===== config.mk =====
export PLATFORM = sky130hd
export DESIGN_NAME = ocd_osc_ctrl
export DESIGN_NICKNAME = d
export VERILOG_FILES = /design/src/rtl/ocd_sync.v /design/src/rtl/ocd_pow2_div.v /design/src/rtl/ocd_osc_ctrl.v
export VERILOG_INCLUDE_DIRS = /design/src /design/src/rtl
export SDC_FILE = /design/constraint.sdc
export NUM_CORES = 1
export LEC_CHECK = 0
export ABC_CLOCK_PERIOD_IN_PS = 2450
export BUFFER_PORTS_ARGS = -buffer_cell sky130_fd_sc_hd__buf_2
export CORE_ASPECT_RATIO = 1.75
export CORE_MARGIN = 3
export CORE_UTILIZATION = 51
export DETAILED_ROUTE_END_ITERATION = 6
export PLACE_DENSITY = 0.86
export SKIP_CTS_REPAIR_TIMING = 1
export SLEW_MARGIN = 20
export SYNTH_ARGS = -nofsm -noshare
export SYNTH_HDL_FRONTEND = slang
export SYNTH_SLANG_ARGS = --single-unit

===== constraint.sdc =====
create_clock -name clock -period 2.45 [get_ports clock]
set_input_delay 0.49 -clock clock [delete_from_list [all_inputs] [get_ports clock]]
set_output_delay 0.49 -clock clock [all_outputs]
set_load 0.1 [all_outputs]

===== src/rtl/ocd_defs.vh =====
`ifndef OCD_DEFS_VH
`define OCD_DEFS_VH
// Register addresses on the plain port
`define OCD_ADDR_CONTROL   4'h0
`define OCD_ADDR_DIVISOR   4'h1
`define OCD_ADDR_UNLOCK    4'h2
`define OCD_ADDR_STATUS    4'h3
`define OCD_ADDR_MASK      4'h4
`define OCD_ADDR_ACTIVE    4'h5
// Control register fields
`define OCD_CTL_FAIL       3
`define OCD_CTL_SEC_EN     1
`define OCD_CTL_SWITCH     0
`define OCD_CTL_NEXT_LO    8
`define OCD_CTL_NEXT_HI    10
`define OCD_CTL_RESET      16'h0000
// Divisor register fields
`define OCD_DIV_RECOVER    15
`define OCD_DIV_RATIO_HI   14
`define OCD_DIV_RATIO_LO   12
`define OCD_DIV_SLOW_EN    11
`define OCD_DIV_RC_HI      10
`define OCD_DIV_RC_LO      8
`define OCD_DIV_POST_HI    7
`define OCD_DIV_POST_LO    6
`define OCD_DIV_PRE_HI     4
`define OCD_DIV_PRE_LO     0
`define OCD_DIV_RESET      16'h3040
`define OCD_DIV_WMASK      16'hFFDF
// Unlock keys, written back to back
`define OCD_KEY_FIRST      16'h0046
`define OCD_KEY_SECOND     16'h0057
// Interrupt status bits
`define OCD_EV_FAIL        0
`define OCD_EV_SWITCHED    1
// Fast RC source code
`define OCD_SRC_FAST_RC    3'h0
// Switch settle time in cycles
`define OCD_SWITCH_CYCLES  8
`endif


===== src/rtl/ocd_sync.v =====
`timescale 1ns/1ps
module ocd_sync (
  input  wire clock,
  input  wire reset_n,
  input  wire din,
  output reg  dout
);
  reg stage;
  always @(posedge clock or negedge reset_n) begin
    if (!reset_n) begin
      stage <= 1'b0;
      dout  <= 1'b0;
    end else begin
      stage <= din;
      dout  <= stage;
    end
  end
endmodule // ocd_sync


===== src/rtl/ocd_pow2_div.v =====
`timescale 1ns/1ps
// Emits a one-cycle enable every 2^shift cycles; shift 0 gives every cycle
module ocd_pow2_div #(
  parameter WIDTH = 8
) (
  input  wire       clock,
  input  wire       reset_n,
  input  wire [3:0] shift,
  output reg        tick
);
  reg  [WIDTH-1:0] count;
  wire [WIDTH-1:0] limit = (({{(WIDTH-1){1'b0}}, 1'b1}) << shift) - {{(WIDTH-1){1'b0}}, 1'b1};
  always @(posedge clock or negedge reset_n) begin
    if (!reset_n) begin
      count <= {WIDTH{1'b0}};
      tick  <= 1'b0;
    end else if (count >= limit) begin
      count <= {WIDTH{1'b0}};
      tick  <= 1'b1;
    end else begin
      count <= count + {{(WIDTH-1){1'b0}}, 1'b1};
      tick  <= 1'b0;
    end
  end
endmodule // ocd_pow2_div


===== src/rtl/ocd_osc_ctrl.v =====
// The placing of the registers and strobed register access were left to the implementer.
`timescale 1ns/1ps
`include "ocd_defs.vh"
// Notes on behaviour
// - A detected clock failure sets the fail flag, which holds until software clears it.
// - The secondary oscillator runs exactly while its enable bit is one.
// - Writing the switch request starts a switch to the next source; hardware clears it when done.
// - Control register writes are ignored unless the unlock keys came just before.
// - Both registers reset only on power-on reset, not on other resets.
// - Unimplemented bits read as zero.
// - Slowdown disabled forces 1:1; enabled, the ratio code picks a power-of-two divide.
// - The fast RC is divided by two to the power of the RC divide code.
// - With recovery set, any interrupt clears slowdown enable.
module ocd_osc_ctrl (
  input  wire        clock,
  input  wire        reset_n,
  input  wire        por_n,
  input  wire [3:0]  address,
  input  wire [15:0] write_data,
  input  wire        write_strobe,
  input  wire        read_strobe,
  output reg  [15:0] read_data,
  input  wire        fail_detect,
  input  wire        any_interrupt,
  output wire        secondary_osc_run,
  output reg  [2:0]  active_source,
  output reg         switch_busy,
  output wire        peripheral_tick,
  output wire        rc_tick,
  output reg  [2:0]  pll_output_divide_log2,
  output reg  [5:0]  pll_input_divide,
  output wire        irq
);
  ////////////////////////////////////////////////////////////////////////////
  reg  [15:0] control;
  reg  [15:0] divisor;
  reg  [1:0]  unlock_stage;
  reg  [1:0]  status;
  reg  [1:0]  mask;
  reg  [3:0]  settle;
  wire        fail_sync;
  reg         fail_seen;

  // Reset here is warm reset; control and divisor state follows only the power-on reset
  wire        hard_n = reset_n & por_n;

  ocd_sync u_fail_sync (
    .clock   (clock),
    .reset_n (hard_n),
    .din     (fail_detect),
    .dout    (fail_sync)
  );

  wire unlocked   = (unlock_stage == 2'h2);
  wire ctl_write  = write_strobe && (address == `OCD_ADDR_CONTROL);
  wire fail_rise  = fail_sync && !fail_seen;
  wire switch_done = switch_busy && (settle == 4'h0);
  // Settle load sized to the counter so no bits are dropped silently
  localparam [3:0] SETTLE_LOAD = `OCD_SWITCH_CYCLES - 1;

  ////////////////////////////////////////////////////////////////////////////
  // Unlock sequence, any other write breaks it
  always @(posedge clock or negedge hard_n) begin
    if (!hard_n) begin
      unlock_stage <= 2'h0;
    end else if (write_strobe) begin
      if (address == `OCD_ADDR_UNLOCK && write_data == `OCD_KEY_FIRST) begin
        unlock_stage <= 2'h1;
      end else if (address == `OCD_ADDR_UNLOCK && write_data == `OCD_KEY_SECOND
                   && unlock_stage == 2'h1) begin
        unlock_stage <= 2'h2;
      end else begin
        unlock_stage <= 2'h0;
      end
    end
  end

  ////////////////////////////////////////////////////////////////////////////
  always @(posedge clock or negedge por_n) begin
    if (!por_n) begin
      control <= `OCD_CTL_RESET;
      divisor <= `OCD_DIV_RESET;
    end else begin
      if (ctl_write && unlocked) begin
        control[`OCD_CTL_NEXT_HI:`OCD_CTL_NEXT_LO] <=
          write_data[`OCD_CTL_NEXT_HI:`OCD_CTL_NEXT_LO];
        control[`OCD_CTL_SEC_EN] <= write_data[`OCD_CTL_SEC_EN];
        if (write_data[`OCD_CTL_SWITCH]) begin
          control[`OCD_CTL_SWITCH] <= 1'b1;
        end
        // Software may only clear the fail flag; a new failure wins
        if (!write_data[`OCD_CTL_FAIL] && !fail_rise) begin
          control[`OCD_CTL_FAIL] <= 1'b0;
        end
      end
      if (fail_rise) begin
        control[`OCD_CTL_FAIL] <= 1'b1;
      end
      if (switch_done) begin
        control[`OCD_CTL_SWITCH] <= 1'b0;
      end
      if (write_strobe && address == `OCD_ADDR_DIVISOR) begin
        divisor <= write_data & `OCD_DIV_WMASK;
      end
      if (divisor[`OCD_DIV_RECOVER] && any_interrupt) begin
        divisor[`OCD_DIV_SLOW_EN] <= 1'b0;
      end
    end
  end

  ////////////////////////////////////////////////////////////////////////////
  // Switch sequencer: takes the new source after a fixed settle time
  always @(posedge clock or negedge hard_n) begin
    if (!hard_n) begin
      switch_busy   <= 1'b0;
      settle        <= 4'h0;
      active_source <= `OCD_SRC_FAST_RC;
      fail_seen     <= 1'b0;
    end else begin
      fail_seen <= fail_sync;
      if (switch_done) begin
        switch_busy   <= 1'b0;
        active_source <= control[`OCD_CTL_NEXT_HI:`OCD_CTL_NEXT_LO];
      end else if (switch_busy) begin
        settle <= settle - 4'h1;
      end else if (control[`OCD_CTL_SWITCH]) begin
        // Illegal PLL-to-PLL hops are left to software to avoid
        switch_busy <= 1'b1;
        settle      <= SETTLE_LOAD;
      end
    end
  end

  assign secondary_osc_run = control[`OCD_CTL_SEC_EN];

  ////////////////////////////////////////////////////////////////////////////
  // Clock ratio enables
  wire [2:0] ratio = divisor[`OCD_DIV_RATIO_HI:`OCD_DIV_RATIO_LO];
  wire [3:0] peri_shift = divisor[`OCD_DIV_SLOW_EN] ? {1'b0, ratio} : 4'h0;
  wire [3:0] rc_shift   = {1'b0, divisor[`OCD_DIV_RC_HI:`OCD_DIV_RC_LO]};

  ocd_pow2_div #(.WIDTH(8)) u_peri_div (
    .clock   (clock),
    .reset_n (hard_n),
    .shift   (peri_shift),
    .tick    (peripheral_tick)
  );

  ocd_pow2_div #(.WIDTH(8)) u_rc_div (
    .clock   (clock),
    .reset_n (hard_n),
    .shift   (rc_shift),
    .tick    (rc_tick)
  );

  always @(posedge clock or negedge hard_n) begin
    if (!hard_n) begin
      pll_output_divide_log2 <= 3'h2;
      pll_input_divide       <= 6'h02;
    end else begin
      case (divisor[`OCD_DIV_POST_HI:`OCD_DIV_POST_LO])
        2'h0: pll_output_divide_log2 <= 3'h1;
        2'h1: pll_output_divide_log2 <= 3'h2;
        2'h3: pll_output_divide_log2 <= 3'h3;
        // Reserved code keeps the previous divide
        default: pll_output_divide_log2 <= pll_output_divide_log2;
      endcase
      pll_input_divide <= {1'b0, divisor[`OCD_DIV_PRE_HI:`OCD_DIV_PRE_LO]} + 6'h02;
    end
  end

  ////////////////////////////////////////////////////////////////////////////
  // Interrupt status, write one to clear, set wins
  always @(posedge clock or negedge hard_n) begin
    if (!hard_n) begin
      status <= 2'h0;
      mask   <= 2'h0;
    end else begin
      if (write_strobe && address == `OCD_ADDR_MASK) begin
        mask <= write_data[1:0];
      end
      status[`OCD_EV_FAIL] <= fail_rise |
        (status[`OCD_EV_FAIL] & ~(write_strobe && address == `OCD_ADDR_STATUS
                                  && write_data[`OCD_EV_FAIL]));
      status[`OCD_EV_SWITCHED] <= switch_done |
        (status[`OCD_EV_SWITCHED] & ~(write_strobe && address == `OCD_ADDR_STATUS
                                      && write_data[`OCD_EV_SWITCHED]));
    end
  end

  assign irq = |(status & mask);

  ////////////////////////////////////////////////////////////////////////////
  always @(posedge clock or negedge hard_n) begin
    if (!hard_n) begin
      read_data <= 16'h0000;
    end else if (read_strobe) begin
      case (address)
        `OCD_ADDR_CONTROL: read_data <= control & 16'h070B;
        `OCD_ADDR_DIVISOR: read_data <= divisor;
        `OCD_ADDR_UNLOCK:  read_data <= {14'h0000, unlock_stage};
        `OCD_ADDR_STATUS:  read_data <= {14'h0000, status};
        `OCD_ADDR_MASK:    read_data <= {14'h0000, mask};
        `OCD_ADDR_ACTIVE:  read_data <= {12'h000, switch_busy, active_source};
        default:           read_data <= 16'h0000;
      endcase
    end else begin
      read_data <= 16'h0000;
    end
  end
endmodule // ocd_osc_ctrl


; ---- After elaboration in Yosys (flattened, before gate mapping)
; Cells that the tools add are included.
[op_classes]
eq_ne = 11
mul = 0
reduce_logical = 31
div_mod_pow = 0
magnitude_cmp = 2
mux = 23
shifts = 2
n_bitwise = 9
add_sub_neg = 6
[op_table]
columns = operator, count
row1 = 16-bit one-hot mux with 6 select lines, 1
row2 = 16-bit by 7-bit == test with 1-bit output (second input constant), 2
row3 = 8-bit by 1-bit adder with 8-bit output (second input constant), 2
row4 = 8-bit >= comparator, 2
row5 = 16-bit two-way mux, 1
row6 = 8-bit two-way mux, 2
row7 = 1-bit by 3-bit << shifter with 8-bit output (first input constant), 2
row8 = 8-bit by 1-bit subtractor with 8-bit output (second input constant), 2
row9 = 1-bit logical AND, 14
row10 = 1-bit two-way mux, 12
row11 = 12-bit two-way mux, 1
row12 = 2-bit nonzero test, 6
row13 = 3-bit one-hot mux with 3 select lines, 1
row14 = 4-bit by 2-bit == test with 1-bit output (second input constant), 2
row15 = 4-bit by 3-bit == test with 1-bit output (second input constant), 2
row16 = 4-bit logical NOT, 2
row17 = 4-bit two-way mux, 2
row18 = 5-bit by 2-bit adder with 6-bit output (second input constant), 1
row19 = 2-bit AND reduction, 3
row20 = 2-bit by 1-bit == test with 1-bit output (second input constant), 2
row21 = 2-bit == test (second input constant), 2
row22 = 4-bit by 1-bit == test with 1-bit output (second input constant), 1
row23 = 2-bit two-way mux, 2
row24 = 4-bit by 1-bit subtractor with 4-bit output (second input constant), 1
row25 = other kinds (9), 16
[totals]
latchBits = 0
elab_cells = 106
mem_bits_ro = 0
output_inout_bits = 33
memories = 0
regBits = 81
input_bits = 27
ramBits = 0

; ---- Longest topological paths before layout
[logic_depth]
depth_word = 7
ltp_mapped = 12
ltp_nobuf = 11

; ---- By module
; From an unflattened synthesis, not the netlist that was laid out.
[hier_totals]
hier_cells = 331
hier_area_um2 = 3913.8
[by_module_without_submodules]
columns = module, cells_each, instances, seq_area_each_um2, area_each_um2
row1 = ocd_osc_ctrl, 203, 1, 1482.7, 2565.0
row2 = ocd_pow2_div, 63, 2, 225.2, 649.4
row3 = ocd_sync, 2, 1, 50.0, 50.0

; ---- Least setup slack after synthesis
; No wires, ideal clock.
[synth_timing]
kind = register to register
startpoint = register divisor[8]
endpoint = register u_rc_div.count[0]
required_time_ps = 2360
path_slack_ps = -230
t_arrival_ps = 2590
path_stages_with_launch = 12
synth_period_minus_slack_ps = 2680
n_path_buf = 2
setup_ps = 90
cell_sequence = dfrtp_1 > clkbuf_1 > or3_1 > ha_1 > clkbuf_1 > xor2_1 > nor2_1 > a21oi_1 > ha_1 > and3_1 > a221oi_2 > nor3b_1
[synth_via]
elab_chain_len = 4
[synth_lines]
columns = element, line
row1 = start: declaration, ocd_osc_ctrl.v:36  ; reg [15:0] divisor;
row2 = start signal: assignment, ocd_osc_ctrl.v:82  ; divisor <= `OCD_DIV_RESET;
row3 = start signal: assignment, ocd_osc_ctrl.v:103  ; divisor <= write_data & `OCD_DIV_WMASK;
row4 = 1-bit by 3-bit << shifter with 8-bit output, ocd_pow2_div.v:12  ; wire [WIDTH-1:0] limit = (({{(WIDTH-1){1'b0}}, 1'b1}) << shift) - {{(WIDTH-1){1'b0}}, 1'b1};
row5 = 8-bit by 1-bit subtractor with 8-bit output, ocd_pow2_div.v:12
row6 = 8-bit >= comparator, ocd_pow2_div.v:17  ; end else if (count >= limit) begin
row7 = 8-bit two-way mux, ocd_pow2_div.v:17
row8 = end signal: assignment, ocd_pow2_div.v:15  ; count <= {WIDTH{1'b0}};
row9 = end signal: assignment, ocd_pow2_div.v:18  ; count <= {WIDTH{1'b0}};
row10 = end signal: assignment, ocd_pow2_div.v:21  ; count <= count + {{(WIDTH-1){1'b0}}, 1'b1};
row11 = end: declaration, ocd_pow2_div.v:11  ; reg [WIDTH-1:0] count;
; No other way between the ends.
; A chain may end at the register's enable or synchronous reset.

; ---- Final worst setup path
[layout_timing]
startpoint = register divisor[10]
endpoint = register u_rc_div.count[5]
; The elaborated chain is that of the path after synthesis.

==> qor.yml <==
floorplan:
  io_pins: 60
  fp.dieArea_um2: 8600
  row_count: 41
  start_util: 0.5278
  dieHeight_um: 120.5
  die_x_um: 71.40
  coreArea_um2: 7233
yosys:
  synthArstFlopShare: 1.000
  synth_cell_types: 51
  synth_top_area_frac: 0.4851
  synth_cells: 336
  synth_largest_area_cell: "dfrtp_1"
  syn-mean-instance-area_um2: 11.36
  ys_warn_count: 0
  synth-seq-cells: 79
  synth_area_leaders: "dfrtp_1 49%, ha_1 7.5%, mux2_2 7.1%, dfstp_2 3.4%, nor2_1 3.3%"
  synth_edf_count: 0
  ys.flop_type: "dfrtp_1"
  syn_area_um2: 3817
  synth-seq-area-share: 0.5195
sta:
  layout_setup_ws_ns: -0.008475
  fin_crit_sh: 1.003
  grt_setup_unrepaired: "yes"
  skew_ns: 0.006231
  period_needed_ns: 2.458
  clock.fmax_mhz: 406.8
  drv_slew: 0
  finalSetupViolCount: 2
  hold_violations: 0
finish:
  seq_area_um2: 1983
  area_growth_pct: 24.39
  drive_above_1_share: 0.3541
  fin_cells: 504
  multi_input_area_um2: 1892
  antenna_cells: 0
  mostFrequentLayoutCells: "74 x dfrtp_1, 57 x buf_2, 30 x nor2_1"
  fillers: 530
  final_common_cell: "dfrtp_1"
  fin_util: 0.6565
  final_nets: 463
clock_network:
  htreeDepth: 3
  insertion_delay_ns: 0.34
  cts_made_buffers: 9
  clkTransAtPathRegs_ns: 0.06
  cts_sinks: 79
  cts_tree: "done"
  clk_path_buf_depth: 2
  root_buffer: "clkbuf_16"
pwr:
  peakVddDrop_uv: 781.5
  p_per_area_nw_per_um2: 1060
  leakage_uw: 0.002324
routing:
  route.detailed.drc: 0
  ant_nets: 0
  wire_per_inst_um: 16.97
  num_vias: 2831
  routed_wl_um: 8555
  drt_iter0_drc: 157
  first_pass_iters: 4
  avgViaCountPerCell: 5.617
place:
  gp_congestion: 0.9189
  placedCellCount: 479
  hpwl_um: 6159
  place.port_buffers: 57
  dp_slack_ns: -0.09031
global_routing:
  gr-usage-all-layers: 0.2045
  gr-total-overflow: 0
  grt_start_max_net_pins: 31
  grt_pass1_wl_um: 13580
  antenna_found_initial: 0
  first_global_vias: 2916
worst_setup_path:
  startpoint_type: "flip-flop"
  critPathKind: "reg2reg"
  reg2reg_setup_slack_ns: -0.008
  r2r_cells: 9
  worstPathArrival_ns: 2.71
  required_ns: 2.70
  r2r_start: "divisor[10]"
  cp_max_fo: 6
  critPathCaptureType: "flip-flop"
  rr_endpoint: "u_rc_div.count[5]"
min_path:
  hold_path.class: "in2async"
status:
  failed_checks: "negative setup slack"
  status: "finished with violations"
flow_run:
  drv_cap: 0
-- power by group --
group | internal (uW) | switching, uW
Sequential | 1580 | 259
Clock | 742 | 511
Combinational | 693 | 1250
Total | 3010 | 2020
-- final cells by class --
type | count | share of cell area
timing repair buffer | 75 | 0.09117
tap | 86 | 0.02266
clock buffer | 12 | 0.05402
sequential | 79 | 0.4177
inverter | 12 | 0.009486
multi-input combinational | 236 | 0.3984
clock inverter | 4 | 0.006588
-- logic make-up after synthesis --
family,synth area share
other cells,0.001967
compound gates,0.07899
xor+xnor,0.03901
mux,0.09505
buf+inv,0.03015
simple gates,0.1599
fa+ha+maj,0.07539
flops,0.5195
-- how the worst max path moves through the flow --
stage                start                  end  slack, ns  depth (start not counted)
6_report       divisor[10]    u_rc_div.count[5]     -0.008                          9
5_1_grt        divisor[10]    u_rc_div.count[5]      -0.10                          9
4_1_cts        divisor[10]    u_rc_div.count[5]      -0.10                          9
3_5_place_dp   divisor[10]    u_rc_div.count[7]      -0.09                          9
3_3_place_gp   divisor[13]  u_peri_div.count[6]       0.05                          9
2_1_floorplan   divisor[8]    u_rc_div.count[0]      -0.01                         11
-- critical path, cell delays in order (launching register included) --
cell and delay, ns:
dfrtp_1 0.40, or3_4 0.41, ha_4 0.19, xor2_1 0.14, nor2_1 0.11, a21oi_1 0.05
ha_1 0.30, and3_4 0.19, a221oi_4 0.36, nor3b_2 0.23
-- routing by layer --
layer	share of wire	up-vias	track usage	routed length (um)
met5	0	-	0	0
met4	0.023	0	0.08706	197
met3	0.049	18	0.04243	419
met2	0.57	70	0.3790	4856
met1	0.36	1406	0.2171	3081
li1	-	1337	-	-
-- Yosys cell counts (all sizes together), types with 8 or more instances --
| library cell | n |
|---|---|
| and2 | 9 |
| and3 | 8 |
| dfrtp | 74 |
| ha | 23 |
| inv | 12 |
| mux2 | 24 |
| nand2 | 19 |
| nand3 | 14 |
| nor2 | 34 |
| xnor2 | 8 |
| xor2 | 9 |
-- flip-flops by register name (all words and copies together), names as in the netlist, 2 cells and up --
| signal | count |
|---|---|
| active_source | 3 |
| control | 5 |
| divisor | 15 |
| mask | 2 |
| pll_input_divide | 6 |
| pll_output_divide_log2 | 2 |
| read_data | 15 |
| settle | 4 |
| status | 2 |
| u_peri_div.count | 8 |
| u_rc_div.count | 8 |
| unlock_stage | 2 |
-- through the flow --
stage          hold WS [ns]  setup TNS, ns  instance area (um2)  total power [uW]
3_5_place_dp         0.3434        -0.7176                 4313              3571
3_3_place_gp         0.3506              0                 4313              3479
2_1_floorplan        0.1944       -0.04471                 3914              3184
4_1_cts              0.1701         -1.024                 4601              4841
5_1_grt              0.1823        -0.9320                 4748              5324
6_report             0.1718       -0.01161                 4748              5035
No activity file was read; power rests on OpenSTA's default activity.
